--- src/rtt_pkg.sv ---
// rtt_pkg: constants and types for the receive trail trace processor.
// assumes a single register clock; the framer hands trace bits on the same clock.
`default_nettype none
package rtt_pkg;
	// ***************************************************************
	// register map (byte addresses, one aligned word each)
	// ***************************************************************
	localparam int          ADDR_W        = 8;
	localparam logic [7:0]  ADDR_CTRL     = 8'h00;
	localparam logic [7:0]  ADDR_STATUS   = 8'h04;
	localparam logic [1:0]  REGION_CUR    = 2'h1;
	localparam logic [1:0]  REGION_ACC    = 2'h2;
	localparam logic [1:0]  REGION_EXP    = 2'h3;
	localparam int          CTRL_INVERT   = 0;
	localparam int          CTRL_ALIGN    = 1;
	localparam int          CTRL_CMP      = 2;
	localparam int          CTRL_REORDER  = 3;
	localparam logic [3:0]  CTRL_RESET    = 4'h6;
	localparam int          STAT_IDLE     = 0;
	localparam int          STAT_UNSTABLE = 1;
	localparam int          STAT_MISMATCH = 2;
	localparam int          STAT_CHANGE   = 3;
	localparam int          STAT_ALIGNED  = 4;
	localparam int          STAT_VALID    = 5;
	// ***************************************************************
	// identifier layout and decision counts
	// ***************************************************************
	localparam int          ID_BYTES      = 16;
	localparam logic [3:0]  LAST_IDX      = 4'hf;
	localparam logic [2:0]  LAST_BIT      = 3'h7;
	localparam logic [2:0]  STABLE_CNT    = 3'h5;
	localparam logic [3:0]  UNSTABLE_CNT  = 4'h8;
	localparam logic [7:0]  CMP_MASK_MSB  = 8'h7f;
	localparam logic [7:0]  CMP_MASK_LSB  = 8'hfe;
	// ***************************************************************
	// carriers
	// ***************************************************************
	typedef struct packed {
		logic              read;
		logic              write;
		logic [ADDR_W-1:0] address;
		logic [3:0]        byteenable;
		logic [31:0]       writedata;
	} rtt_av_req_t;
	typedef struct packed {
		logic valid;
		logic first;
		logic serial_trace_bits;
		logic los;
		logic lof;
		logic ais;
	} rtt_trace_in_t;
	typedef enum logic [1:0] {
		S_HUNT,
		S_CONFIRM,
		S_LOCK
	} rtt_state_t;
endpackage
`default_nettype wire

--- src/rtt_rx_trace.sv ---
// rtt_rx_trace: receive trail trace processor with its four 16-byte identifier stores and
// an avalon-mm slave; framer bits and alarms arrive on the same clock.
`default_nettype none
module rtt_rx_trace (
	input  wire logic                   CLK_I,
	input  wire logic                   RST_B_I,
	input  wire logic                   CE_I,
	input  wire rtt_pkg::rtt_trace_in_t TRACE_I,
	input  wire rtt_pkg::rtt_av_req_t   AV_REQ_I,
	output logic                        AV_WAITREQUEST_O,
	output logic [31:0]                 AV_READDATA_O,
	output logic                        IDLE_O,
	output logic                        TRACE_UNSTABLE_COND_O,
	output logic                        TRACE_MISMATCH_COND_O,
	output logic                        CHANGE_O
);
	import rtt_pkg::*;

	// ***************************************************************
	// helpers
	// ***************************************************************
	function automatic logic [7:0] rev8(input logic [7:0] b);
		logic [7:0] r;
		r = '0;
		for (int i = 0; i < 8; i++) begin
			r[i] = b[7-i];
		end
		return r;
	endfunction

	function automatic logic [2:0] sat3(input logic [2:0] v);
		return (v == 3'h7) ? v : 3'(v + 3'h1);
	endfunction

	function automatic logic [3:0] sat4(input logic [3:0] v);
		return (v == 4'hf) ? v : 4'(v + 4'h1);
	endfunction

	// ***************************************************************
	// state
	// ***************************************************************
	logic [3:0]                  ctrl_q;
	logic                        wait_q;
	logic [31:0]                 rdata_q;
	logic [2:0]                  bit_cnt_q;
	logic [6:0]                  shift_q;
	logic [7:0]                  byte_q;
	logic                        byte_done_q;
	rtt_state_t                  st_q, st_d;
	logic [3:0]                  idx_q, idx_d;
	logic                        id_done_q, id_done_d;
	logic                        wr_en;
	logic [3:0]                  wr_idx;
	logic [ID_BYTES-1:0][7:0]    asm_q;
	logic [ID_BYTES-1:0][7:0]    cur_q;
	logic [ID_BYTES-1:0][7:0]    acc_q;
	logic [ID_BYTES-1:0][7:0]    exp_q;
	logic [2:0]                  rep_q;
	logic [2:0]                  zero_q;
	logic [3:0]                  mis_q;
	logic                        idle_q, unst_q, mism_q, chg_q, valid_q;

	// ***************************************************************
	// register bus decode
	// ***************************************************************
	wire        req      = AV_REQ_I.read | AV_REQ_I.write;
	wire        wr_take  = AV_REQ_I.write & ~wait_q & AV_REQ_I.byteenable[0];
	wire [1:0]  region   = AV_REQ_I.address[7:6];
	wire [3:0]  rd_idx   = AV_REQ_I.address[5:2];
	wire        hit_ctrl = AV_REQ_I.address == ADDR_CTRL;
	wire        hit_stat = AV_REQ_I.address == ADDR_STATUS;
	wire        al_bits  = AV_REQ_I.address[1:0] == 2'h0;
	wire        hit_exp  = (region == REGION_EXP) & al_bits;
	wire        invert   = ctrl_q[CTRL_INVERT];
	wire        align_en = ctrl_q[CTRL_ALIGN];
	wire        cmp_en   = ctrl_q[CTRL_CMP];
	wire        reorder  = ctrl_q[CTRL_REORDER];
	wire [7:0]  status   = {2'h0, valid_q, st_q == S_LOCK, chg_q, mism_q, unst_q, idle_q};
	wire [7:0]  mem_byte = (region == REGION_CUR) ? cur_q[rd_idx] :
	                       (region == REGION_ACC) ? acc_q[rd_idx] : exp_q[rd_idx];
	wire [31:0] rd_word  = hit_ctrl ? {28'h000_0000, ctrl_q} :
	                       hit_stat ? {24'h00_0000, status} :
	                       (region != 2'h0 && al_bits) ? {24'h00_0000, mem_byte} :
	                       32'h0000_0000;
	wire        clr_chg  = wr_take & hit_stat & AV_REQ_I.writedata[STAT_CHANGE];

	// ***************************************************************
	// avalon slave: one wait cycle, then waitrequest low for one cycle
	// ***************************************************************
	always_ff @(posedge CLK_I or negedge RST_B_I) begin
		if (!RST_B_I) begin
			wait_q  <= 1'b1;
			rdata_q <= 32'h0000_0000;
		end else if (CE_I) begin
			wait_q <= ~(req & wait_q);
			if (req & wait_q) begin
				rdata_q <= rd_word;
			end
		end
	end

	always_ff @(posedge CLK_I or negedge RST_B_I) begin
		if (!RST_B_I) begin
			ctrl_q <= CTRL_RESET;
			exp_q  <= '0;
		end else if (CE_I && wr_take) begin
			if (hit_ctrl) begin
				ctrl_q <= AV_REQ_I.writedata[3:0];
			end
			if (hit_exp) begin
				exp_q[rd_idx] <= AV_REQ_I.writedata[7:0];
			end
		end
	end

	// ***************************************************************
	// serial to parallel
	// ***************************************************************
	wire       alarm   = TRACE_I.los | TRACE_I.lof | TRACE_I.ais;
	wire       line_bt = alarm | (TRACE_I.serial_trace_bits ^ invert);
	wire [2:0] bit_pos = TRACE_I.first ? 3'h0 : bit_cnt_q;

	// first serial bit shifts to byte bit 7
	always_ff @(posedge CLK_I or negedge RST_B_I) begin
		if (!RST_B_I) begin
			bit_cnt_q   <= 3'h0;
			shift_q     <= 7'h00;
			byte_q      <= 8'h00;
			byte_done_q <= 1'b0;
		end else if (CE_I) begin
			byte_done_q <= TRACE_I.valid && bit_pos == LAST_BIT;
			if (TRACE_I.valid) begin
				shift_q   <= {shift_q[5:0], line_bt};
				bit_cnt_q <= 3'(bit_pos + 3'h1);
				if (bit_pos == LAST_BIT) begin
					byte_q <= {shift_q, line_bt};
				end
			end
		end
	end

	// ***************************************************************
	// alignment and extraction
	// ***************************************************************
	wire       multiframe_align_bit = byte_q[7];
	wire [7:0] rx_stored_trace_byte = reorder ? rev8(byte_q) : byte_q;

	always_comb begin
		st_d      = st_q;
		idx_d     = idx_q;
		wr_en     = 1'b0;
		wr_idx    = idx_q;
		id_done_d = 1'b0;
		if (byte_done_q) begin
			if (!align_en) begin
				wr_en     = 1'b1;
				idx_d     = 4'(idx_q + 4'h1);
				id_done_d = idx_q == LAST_IDX;
			end else begin
				case (st_q)
					S_HUNT: begin
						if (multiframe_align_bit) begin
							wr_en  = 1'b1;
							wr_idx = 4'h0;
							idx_d  = 4'h1;
							st_d   = S_CONFIRM;
						end
					end
					S_CONFIRM, S_LOCK: begin
						if ((idx_q == 4'h0) == multiframe_align_bit) begin
							wr_en     = 1'b1;
							idx_d     = 4'(idx_q + 4'h1);
							id_done_d = idx_q == LAST_IDX;
							if (idx_q == LAST_IDX) begin
								st_d = S_LOCK;
							end
						end else if (multiframe_align_bit) begin
							wr_en  = 1'b1;
							wr_idx = 4'h0;
							idx_d  = 4'h1;
							st_d   = S_CONFIRM;
						end else begin
							idx_d = 4'h0;
							st_d  = S_HUNT;
						end
					end
					default: begin
						st_d  = S_HUNT;
						idx_d = 4'h0;
					end
				endcase
			end
		end
	end

	// line-side writes need no bus activity
	always_ff @(posedge CLK_I or negedge RST_B_I) begin
		if (!RST_B_I) begin
			st_q      <= S_HUNT;
			idx_q     <= 4'h0;
			id_done_q <= 1'b0;
			asm_q     <= '0;
		end else if (CE_I) begin
			st_q      <= st_d;
			idx_q     <= idx_d;
			id_done_q <= id_done_d;
			if (wr_en) begin
				asm_q[wr_idx] <= rx_stored_trace_byte;
			end
		end
	end

	// ***************************************************************
	// identifier decisions
	// ***************************************************************
	wire       same_cur = asm_q == cur_q;
	wire       diff_acc = asm_q != acc_q;
	wire       nonzero  = |asm_q;
	wire [2:0] rep_nxt  = same_cur ? sat3(rep_q) : 3'h1;
	wire [2:0] zero_nxt = nonzero ? 3'h0 : sat3(zero_q);
	wire [3:0] mis_nxt  = (!same_cur && diff_acc) ? sat4(mis_q) : 4'h0;
	wire       stable5  = nonzero && rep_nxt >= STABLE_CNT;
	wire       upd      = id_done_q && stable5 && diff_acc;
	wire       idle_set = id_done_q && zero_nxt >= STABLE_CNT;
	wire       unst_set = id_done_q && mis_nxt >= UNSTABLE_CNT;
	wire       end_both = id_done_q && stable5;
	wire [7:0] cmp_mask = reorder ? CMP_MASK_LSB : CMP_MASK_MSB;
	wire       differ   = ((acc_q ^ exp_q) & {ID_BYTES{cmp_mask}}) != '0;

	always_ff @(posedge CLK_I or negedge RST_B_I) begin
		if (!RST_B_I) begin
			rep_q  <= 3'h0;
			zero_q <= 3'h0;
			mis_q  <= 4'h0;
			cur_q  <= '0;
		end else if (CE_I && id_done_q) begin
			rep_q  <= rep_nxt;
			zero_q <= zero_nxt;
			mis_q  <= mis_nxt;
			cur_q  <= asm_q;
		end
	end

	// accept and flag change, set beats clear
	always_ff @(posedge CLK_I or negedge RST_B_I) begin
		if (!RST_B_I) begin
			acc_q   <= '0;
			valid_q <= 1'b0;
			chg_q   <= 1'b0;
		end else if (CE_I) begin
			chg_q <= upd | (chg_q & ~clr_chg);
			if (upd) begin
				acc_q   <= asm_q;
				valid_q <= 1'b1;
			end
		end
	end

	always_ff @(posedge CLK_I or negedge RST_B_I) begin
		if (!RST_B_I) begin
			idle_q <= 1'b0;
			unst_q <= 1'b0;
			mism_q <= 1'b0;
		end else if (CE_I) begin
			idle_q <= !unst_set && (idle_set || (idle_q && !end_both));
			unst_q <= !idle_set && (unst_set || (unst_q && !end_both));
			mism_q <= cmp_en && align_en && valid_q && differ;
		end
	end

	assign AV_WAITREQUEST_O      = wait_q;
	assign AV_READDATA_O         = rdata_q;
	assign IDLE_O                = idle_q;
	assign TRACE_UNSTABLE_COND_O = unst_q;
	assign TRACE_MISMATCH_COND_O = mism_q;
	assign CHANGE_O              = chg_q;
endmodule
`default_nettype wire

--- config.mk ---
export PLATFORM = sky130hd
export DESIGN_NAME = rtt_rx_trace
export DESIGN_NICKNAME = d
export VERILOG_FILES = /design/src/rtt_pkg.sv /design/src/rtt_rx_trace.sv
export SDC_FILE = /design/constraint.sdc
export NUM_CORES = 1
export LEC_CHECK = 0
export BUFFER_PORTS_ARGS = -buffer_cell sky130_fd_sc_hd__clkbuf_2
export CORE_ASPECT_RATIO = 1.1
export CORE_MARGIN = 2
export CORE_UTILIZATION = 40
export CTS_CLUSTER_DIAMETER = 80
export DETAILED_ROUTE_END_ITERATION = 12
export GPL_TIMING_DRIVEN = 0
export MAX_ROUTING_LAYER = met4
export PLACE_DENSITY_LB_ADDON = 0.05
export SETUP_SLACK_MARGIN = 0.05
export SYNTH_ARGS = -nofsm -noshare
export SYNTH_HDL_FRONTEND = slang
export SYNTH_SLANG_ARGS = --single-unit
export TNS_END_PERCENT = 50
--- constraint.sdc ---
create_clock -name CLK_I -period 6.03 [get_ports CLK_I]
set_clock_uncertainty 0.1 [all_clocks]
set_input_delay 0.603 -clock CLK_I [delete_from_list [all_inputs] [get_ports CLK_I]]
set_output_delay 0.603 -clock CLK_I [all_outputs]
set_load 0.05 [all_outputs]
Yosys cells after proc, flatten, opt, wreduce, memory -nomap -nowiden
Cells that the tools add are included.

word-level totals
  register bits after elaboration = 590
  input port bits = 55
  output and inout port bits = 37
  logic and storage cells = 221

cells by class
  add/sub/neg operators = 5
  order comparisons = 7
  equality and inequality tests = 17
  multiplexer cells = 50
  bitwise logic cells = 18
  reduce and logical (&&, ||, !) cells = 42

operator list
  kind                 count
  $bwmux 128           2
  $and 128x128->128    1
  $eq 128x128->1       1
  $ne 128x128->1       1
  $reduce_bool 128->1  1
  $reduce_or 128->1    1
  $xor 128x128->128    1
  $bmux 8 s4           3
  $mux 8               12
  $demux 8 s4          2
  $mux 4               9
  $logic_and 1x1->1    19
  $pmux 4 s2           2
  $mux 3               5
  $reduce_and 2->1     6
  $lt 4x5->1 const B   2
  $mux 1               10
  $add 3x1->3 const B  3
  $eq 3x3->1 const B   3
  $add 4x1->4 const B  2
  $eq 4x4->1 const B   2
  $eq 8x3->1 const B   1
  $ge 4x1->1 const B   2
  $logic_not 8->1      1
  22 further kinds     47

Longest topological paths before layout
Gate-level depths: netlist of run 1.

  word-level depth = 11
  gate-level depth with buffers = 13
  depth with buffers taken out = 12

Least setup slack after synthesis of run 1
Ideal clock, no wire load.

  path kind = input-to-reg
  start = input port AV_REQ_I[38] (netlist name)
  end = register rdata_q[0] (netlist: AV_READDATA_O[0])
  setup time = 0.124 ns
  arrival = 2.904 ns
  required time = 5.806 ns
  setup slack = 2.902 ns
  stages on the path = 8
  path buffers = 4
  path through = clkbuf_1 -> buf_2 -> buf_2 -> buf_2 -> mux4_2 -> mux4_2 -> a22oi_1 -> a21oi_1

between the ends
  word-level cells in the longest chain between the ends = 7
  elaborated cells between the ends (all ways) = 13
  classes of those cells = eq/ne (1); mux (11); reduce/logical (1)

RTL lines
  element                       line                source
  start: declaration            rtt_rx_trace.sv:9   input wire rtt_pkg::rtt_av_req_t AV_REQ_I,
  $bmux 8 s4                    rtt_rx_trace.sv:80  (region == REGION_ACC) ? acc_q[rd_idx] : exp_q[rd_idx];
  $mux 8 (not written as such)  rtt_rx_trace.sv:80
  $mux 8                        rtt_rx_trace.sv:80
  $mux 8                        rtt_rx_trace.sv:79  wire [7:0] mem_byte = (region == REGION_CUR) ? cur_q[rd_idx] :
  $mux 8                        rtt_rx_trace.sv:83  (region != 2'h0 && al_bits) ? {24'h00_0000, mem_byte} :
  $mux 8                        rtt_rx_trace.sv:82  hit_stat ? {24'h00_0000, status} :
  $mux 8 *                      rtt_rx_trace.sv:81  wire [31:0] rd_word = hit_ctrl ? {28'h000_0000, ctrl_q} :
  end signal: assignment        rtt_rx_trace.sv:97  rdata_q <= rd_word;
  end: declaration              rtt_rx_trace.sv:44  logic [31:0] rdata_q;

Every way passes the cells marked *; elsewhere a longest branch is shown, timed or not. The select of a mux whose other input is x is not followed.
A chain may end at the register's enable or synchronous reset.

Worst setup path after layout of run 1
  start = input port AV_REQ_I[39] (netlist name)
  end = register rdata_q[4] (netlist: AV_READDATA_O[4])

Same word-level chain as after synthesis.

==> results of run 1 <==
==> per-stage QoR <==
| stage | total power, W | cell area (µm²) |
|---|---|---|
| after floorplan | 0.00418 | 30000 |
| after global placement | 0.00440 | 31400 |
| after detailed placement | 0.00442 | 31600 |
| after CTS | 0.00860 | 33800 |
| after global routing | 0.00879 | 33800 |
| final | 0.00855 | 33800 |
==> worst max-delay path: stages <==
cell and delay (ps):
clkbuf_1 320, clkbuf_1 860, buf_1 1140, buf_1 950
mux4_2 450, mux2i_1 300, a21oi_1 230, a22oi_1 740
o21ai_0 240
==> area by class of cell <==
class                      instances  area, µm²
multi-input combinational       1750      15100
timing repair buffer              44        359
sequential                       566      14200
clock inverter                    16        196
buffer                           130        677
tap                              963       1200
clock buffer                     103       2010
inverter                          34        128
antenna                            1       2.50
fill                            6943      40500
==> registers in the layout (all words and copies together), names as in the netlist <==
| name | count |
|---|---|
| CHANGE_O | 1 |
| AV_WAITREQUEST_O | 1 |
| ctrl_q | 4 |
| mis_q | 4 |
| valid_q | 1 |
| id_done_q | 1 |
| idx_q | 4 |
| TRACE_UNSTABLE_COND_O | 1 |
| asm_q | 128 |
| rep_q | 3 |
| AV_READDATA_O | 8 |
| byte_done_q | 1 |
| acc_q | 128 |
| exp_q | 128 |
| st_q | 2 |
| TRACE_MISMATCH_COND_O | 1 |
| shift_q | 7 |
| zero_q | 3 |
| bit_cnt_q | 3 |
| IDLE_O | 1 |
| cur_q | 128 |
| byte_q | 8 |
==> cells in the final DEF (no fill, tap or decap), types with 7 or more instances in the layout <==
cell / Yosys / final
a21oi_1: 31 / 31
buf_1: 8 / 7
buf_2: 12 / 13
buf_4: 25 / 25
buf_6: 10 / 12
clkbuf_1: 75 / 93
clkbuf_16: 0 / 71
clkbuf_2: 0 / 38
clkbuf_8: 0 / 12
conb_1: 1 / 24
dfrtp_1: 563 / 563
ha_1: 12 / 12
inv_1: 34 / 34
mux2_2: 314 / 314
mux2_4: 89 / 89
mux2i_1: 16 / 16
mux4_2: 117 / 117
nand2_1: 409 / 409
nand2b_1: 10 / 10
nand3_1: 13 / 13
nand4_1: 101 / 101
nor2_1: 42 / 42
nor2b_1: 13 / 13
nor3_1: 14 / 12
nor4_1: 74 / 74
o21ai_0: 30 / 30
o22ai_1: 8 / 8
xnor2_1: 314 / 314
xor2_1: 62 / 62
==> power breakdown <==
group | switching (W) | internal [W] | total, W
Clock | 0.00177 | 0.00244 | 0.00420
Sequential | 0.0000354 | 0.00384 | 0.00388
Combinational | 0.000340 | 0.000132 | 0.000472
==> synth_stat cells (2+ instances only) <==
cell and n:
dfrtp_1 563, nand2_1 409, mux2_2 314, xnor2_1 314, mux4_2 117, nand4_1 101, mux2_4 89, clkbuf_1 75
nor4_1 74, xor2_1 62, nor2_1 42, inv_1 34, a21oi_1 31, o21ai_0 30, buf_4 25, mux2i_1 16
nor3_1 14, nand3_1 13, nor2b_1 13, buf_2 12, ha_1 12, buf_6 10, nand2b_1 10, buf_1 8
o22ai_1 8, nand3b_1 5, o211ai_1 5, a31oi_1 4, a32oi_1 4, and3_1 4, nor3b_1 4, a2111oi_0 3
a22oi_1 3, dfstp_2 3, a211oi_1 2, o221ai_1 2, o31ai_1 2, o32ai_1 2
==> per-layer routing <==
metal / up-vias / track usage, % / part of all wire (%)
met1: 11200 / 44.1 / 40
met2: 853 / 55.5 / 47
met3: 284 / 5.01 / 5.6
met4: 0 / 22.5 / 7.5
li1: 9000 / - / -
met5: - / - / 0
==> final timing paths <==
path                                     startpoint                      endpoint  slack, ps  cells after the start
min in group asynchronous                   RST_B_I         exp_q[18]$_DFFE_PN0P_        400                      2
max in group asynchronous                   RST_B_I        cur_q[126]$_DFFE_PN0P_       3480                      5
max reg2reg                   asm_q[12]$_DFFE_PN0P_        acc_q[117]$_DFFE_PN0P_       1020                     11
min reg2reg                bit_cnt_q[0]$_DFFE_PN0P_      bit_cnt_q[0]$_DFFE_PN0P_        390                      2
min                                      TRACE_I[0]        shift_q[0]$_DFFE_PN0P_        180                      3
max                                    AV_REQ_I[39]  AV_READDATA_O[4]$_DFFE_PN0P_        530                      9
==> logic make-up after synthesis <==
family / Yosys count
simple gates: 695
flops: 566
mux: 536
xor+xnor: 376
buf+inv: 164
compound gates: 107
fa+ha+maj: 12
other cells: 1
==> summary.txt, run 1 <==
STA
  – Tcrit/Tclk final: 91.3%
  – Final Hold Fails: 0
  – Fmax: about 0.18 GHz
  – Worst-Margin Slew: roughly 1500 ps
  – Crit path time final: approximately 5500 ps
  – RSZ-0062 raised after global routing: false
  – TNS Setup: 0 ps
  – Count of final setup violators: 0
  – Relative slew margins: 2.56%
  – WHS: 183 ps
  – Max-slew violations: 0
  – Final WS setup: 527 ps

Clock network
  – CTS tree: built
  – Setup repair bufs after CTS: 0
  – Hold_buf cts: 1
  – Clock root buffer: clkbuf_16
  – H-tree depth: 3
  – Clock Path Buffers: 3
  – Post-CTS sizing: 0
  – CTS buffer count: 69
  – Clock Latency Late Sink: 630 ps
  – Clk sink count: ~570
  – Clk pin slew, worst setup/hold paths: 60 ps

Logic synthesis
  – Dominant cells by area after synthesis: dfrtp_1 47%, mux2_2 12%, xnor2_1 9.2%
  – Sequential area share after synthesis: a little under half
  – Synth top area share: 47.0%
  – Xor/xnor share of the synthesized area: a little over a tenth
  – Post-Syn Area per Cell: between 10 and 15 µm²
  – Largest family of logic cells by synthesized area: multiplexers
  – Yosys reg bits: approximately 570
  – Distinct cell type count after synthesis: between 50 and 60
  – EDFF count, synth: 0
  – Async set or reset register ratio after synthesis: 100%
  – Post-synthesis adder-cell area fraction: less than 1%
  – Compound-gate portion of the synthesized area: roughly 2.2%
  – Top FF cell, synth: dfrtp_1
  – Post-Syn Instances: 2457
  – Mapped Area: 30000 µm²
  – Yosys warning total: 0
  – Synth area leader: dfrtp_1
  – Simple-gate share of the synthesized area: between 10% and 20%
  – Mux cell area share after synthesis: between 20% and 30%

Worst hold path
  – Hold Crit Class: input pin to flip-flop

Detailed routing
  – Routed Antenna Nets: 0
  – Vias/cell: 5.93
  – DRT Wirelength: roughly 130000 µm
  – Drt first pass iters: 5
  – DRC Markers: 0
  – 1st-iter DRT viols: 2081
  – Routed length per instance: 36.7 µm
  – Detailed-route via count: between 20000 and 25000

Setup path
  – Worst path arrival time: just under 6000 ps
  – Critical path class: input pin to flip-flop
  – WP data required: 6390 ps
  – CP Capture Type: flip-flop
  – CP Max Fanout: 10
  – Startpoint Class: input pin

Die
  – Core area: about 74000 µm²
  – Initial Util: 40.3%
  – Total die area: roughly 77000 µm²
  – I/O Pins: 92
  – Row count: 105
  – Width of the die: approximately 260 µm
  – Die H: slightly below 300 µm

Global route
  – Vias in the first global route: 21800
  – Wire length of the first global-routing pass: approximately 180000 µm
  – Largest net degree at the start of global routing: approximately 110
  – Grt total ovfl: 0
  – Overall routing resource usage: a little over a third
  – Initial antenna violation count: 3

Outcome
  – Outcome: complete, no violations

Final layout
  – Layout cells sized above 1: between 20 and 30%
  – Layout Cells excl Fill: between 3000 and 4000
  – Syn-to-layout area delta: 12.9%
  – Layout Utilization: between 40% and 50%
  – # nets final: ~2700

Pwr
  – PwrDens: ~250 nW/µm²
  – Pleak: between 15 and 20 nW
  – Peak supply drop: ~0.19 mV

Flow run
  – Max Cap Viol: 0

Place
  – GP Congestion: between 1 and 1.5
  – Inst Count DP: around 3500
  – Pre-CTS WS: about 170 ps
  – I/O Buffers: 36
  – Post-DP HPWL: ~100000 µm
(Power assumes the default switching activity.)
==> inputs of run 2 (changes only) <==
--- a/config.mk
+++ b/config.mk
@@ -5,12 +5,13 @@
 export SDC_FILE = /design/constraint.sdc
 export NUM_CORES = 1
 export LEC_CHECK = 0
+export ABC_AREA = 1
 export BUFFER_PORTS_ARGS = -buffer_cell sky130_fd_sc_hd__clkbuf_2
 export CORE_ASPECT_RATIO = 1.1
 export CORE_MARGIN = 2
 export CORE_UTILIZATION = 40
-export CTS_CLUSTER_DIAMETER = 80
 export DETAILED_ROUTE_END_ITERATION = 12
+export GPL_ROUTABILITY_DRIVEN = 0
 export GPL_TIMING_DRIVEN = 0
 export MAX_ROUTING_LAYER = met4
 export PLACE_DENSITY_LB_ADDON = 0.05
==> summary.txt, run 2 <==
Outcome
  – Outcome: complete, but fails checks
  – Failing checks: capacitance limit, slew limit

Global route
  – Wire length of the first global-routing pass: around 200000 µm
  – Initial antenna violation count: 13
  – Vias in the first global route: ~27000
  – Largest net degree at the start of global routing: a little under 100
  – Overall routing resource usage: ~38%
  – Grt total ovfl: 0

Setup path
  – Number of buffer and inverter stages on the critical path: 4
  – Worst path arrival time: 4670 ps
  – Critical path class: flip-flop to flip-flop
  – CP Max Fanout: 10
  – Worst path slowest cell: clkbuf_1
  – WP data required: 6350 ps
  – Reg2reg setup slack: 1680 ps
  – CP Capture Type: flip-flop
  – Startpoint Class: flip-flop
  – Delay of the slowest critical-path stage: 1150 ps
  – Crit-path leading delay family: buffers and inverters
  – Critical Path, Cell by Cell: buf_2, clkinv_1, o21ai_1, buf_4, clkbuf_1, o21ai_0

Logic synthesis
  – Sequential area share after synthesis: 46.5%
  – Mapped Area: 30500 µm²
  – Synth top cells by count: 1294 x nand2_1, 563 x dfrtp_1, 492 x o21ai_0
  – Distinct cell type count after synthesis: 47
  – Synth area leader: dfrtp_1
  – Top-count cell post-synth: nand2_1
  – Dominant cells by area after synthesis: dfrtp_1 46%, nand2_1 16%, o21ai_0 8.1%
  – EDFF count, synth: 0
  – Yosys reg bits: approximately 570
  – Post-Syn Area per Cell: a little under 8 µm²
  – Post-Syn Instances: roughly 4000
  – Yosys warning total: 0
  – Synth top area share: between 40% and 50%
  – Async set or reset register ratio after synthesis: 100%
  – Top FF cell, synth: dfrtp_1

Clock network
  – H-tree depth: 3
  – Hold_buf cts: 1
  – Setup repair bufs after CTS: 0
  – Clk pin slew, worst setup/hold paths: ~60 ps
  – Clock root buffer: clkbuf_16
  – Post-CTS sizing: 0
  – Clock Latency Late Sink: a little over 600 ps
  – CTS tree: built
  – Clock Path Buffers: 3
  – Clk sink count: about 570
  – CTS buffer count: approximately 70

Flow run
  – Max Cap Viol: 2

Detailed routing
  – 1st-iter DRT viols: 3794
  – DRT Wirelength: 143000 µm
  – Routed length per instance: approximately 28 µm
  – Detailed-route via count: 29000
  – Drt first pass iters: 6
  – DRC Markers: 0
  – Vias/cell: 5.66
  – Routed Antenna Nets: 0

Die
  – Row count: ~110
  – Core area: between 70000 and 80000 µm²
  – Initial Util: between 40 and 50%
  – Width of the die: around 270 µm
  – I/O Pins: between 90 and 100
  – Total die area: between 70000 and 80000 µm²
  – Die H: approximately 300 µm

Pwr
  – Peak supply drop: 0.192 mV
  – Final Power: about 0.0089 W
  – Combinational fraction of design power: under 10%
  – Pleak: approximately 16 nW
  – Sw frac: around a quarter
  – Power share of the sequential group: 43.4%
  – PwrDens: about 260 nW/µm²
  – Clock Power Share: about half
  – Internal: ~0.0066 W
  – P_sw: around 0.0024 W

STA
  – Tcrit/Tclk final: between 70% and 80%
  – Relative slew margins: -4.19%
  – Count of final setup violators: 0
  – WHS: 215 ps
  – Crit path time final: about 4300 ps
  – Worst-Margin Slew: 1560 ps
  – Final Hold Fails: 0
  – TNS Setup: 0 ps
  – RSZ-0062 raised after global routing: false
  – Max-slew violations: 17
  – Final WS setup: between 1500 and 2000 ps
  – Fmax: ~0.23 GHz

Final layout
  – Syn-to-layout area delta: 13.7%
  – Layout Utilization: a little under half
  – # nets final: about 4000
  – Commonest cells after routing, fill and taps aside: 1294 x nand2_1, 563 x dfrtp_1, 490 x o21ai_0
  – Layout cells sized above 1: 7.65%
  – Commonest non-fill, non-tap cell in the layout: nand2_1

Place
  – I/O Buffers: 39
  – Post-DP HPWL: about 110000 µm
  – Pre-CTS WS: 1880 ps

Worst hold path
  – Hold Crit Class: input pin to flip-flop
run 2: changes by cell type in the layout (fill, tap and decap cells not counted), moves of 130 or more:
cell,change
a22oi_1,+130
inv_1,+257
mux2_2,-312
nand2_1,+885
nand3_1,+179
o21ai_0,+460
run 2: worst paths after layout:
kind                                         startpoint                      endpoint  cells after the start
max                               ctrl_q[3]$_DFFE_PN0P_         asm_q[15]$_DFFE_PN0P_                      6
min                                         AV_REQ_I[3]          CHANGE_O$_DFFE_PN0P_                      4
max reg2reg                       ctrl_q[3]$_DFFE_PN0P_         asm_q[15]$_DFFE_PN0P_                      6
min reg2reg                AV_READDATA_O[0]$_DFFE_PN0P_  AV_READDATA_O[0]$_DFFE_PN0P_                      2
max in group asynchronous                       RST_B_I        asm_q[117]$_DFFE_PN0P_                      5
min in group asynchronous                       RST_B_I         acc_q[32]$_DFFE_PN0P_                      2
run 2: per-stage QoR:
step           cells  cell area [µm²]
2_1_floorplan   3920            30500
3_3_place_gp    4985            32000
3_5_place_dp    4996            32300
4_1_cts         5120            34600
5_1_grt         5120            34600
6_report        5122            34600
run 2: power groups by stage:
stage	Clock, W	Combinational [W]	Sequential [W]
floorplan	0	0.000301	0.00394
global placement	0	0.000656	0.00395
detailed placement	0	0.000677	0.00395
CTS	0.00438	0.000679	0.00388
global route	0.00453	0.000732	0.00388
finish	0.00435	0.000695	0.00388
run 2: cell type report:
type | count | area [µm²]
Multi-Input combinational cell | 2841 | 14200
Clock inverter | 20 | 230
Buffer | 205 | 1060
Antenna cell | 2 | 5.00
Fill cell | 7827 | 41100
Sequential cell | 566 | 14200
Tap cell | 1026 | 1280
Timing Repair Buffer | 51 | 439
Clock buffer | 103 | 2090
Inverter | 308 | 1160
run 2: tightest hold or removal path: stages:
cell	delay (ps)
clkbuf_2	100
nand3_1	80
nand2_1	60
nand2_1	60
run 2: cells by family after synthesis:
| logic type | count (synthesis) | share of synthesized area, % |
|---|---|---|
| mux | 8 | 0.271 |
| buf+inv | 513 | 7.29 |
| xor+xnor | 269 | 7.74 |
| flops | 566 | 46.5 |
| fa+ha+maj | 12 | 0.493 |
| simple gates | 1797 | 24.1 |
| other cells | 1 | 0.0123 |
| compound gates | 731 | 13.6 |
run 2: routing by layer:
metal | global-route usage [%] | part of all wire (%) | vias up
met1 | 49.2 | 41 | 14100
li1 | - | - | 13000
met5 | - | 0 | -
met4 | 21.5 | 6.7 | 0
met3 | 7.36 | 9.3 | 407
met2 | 54.9 | 43 | 1465
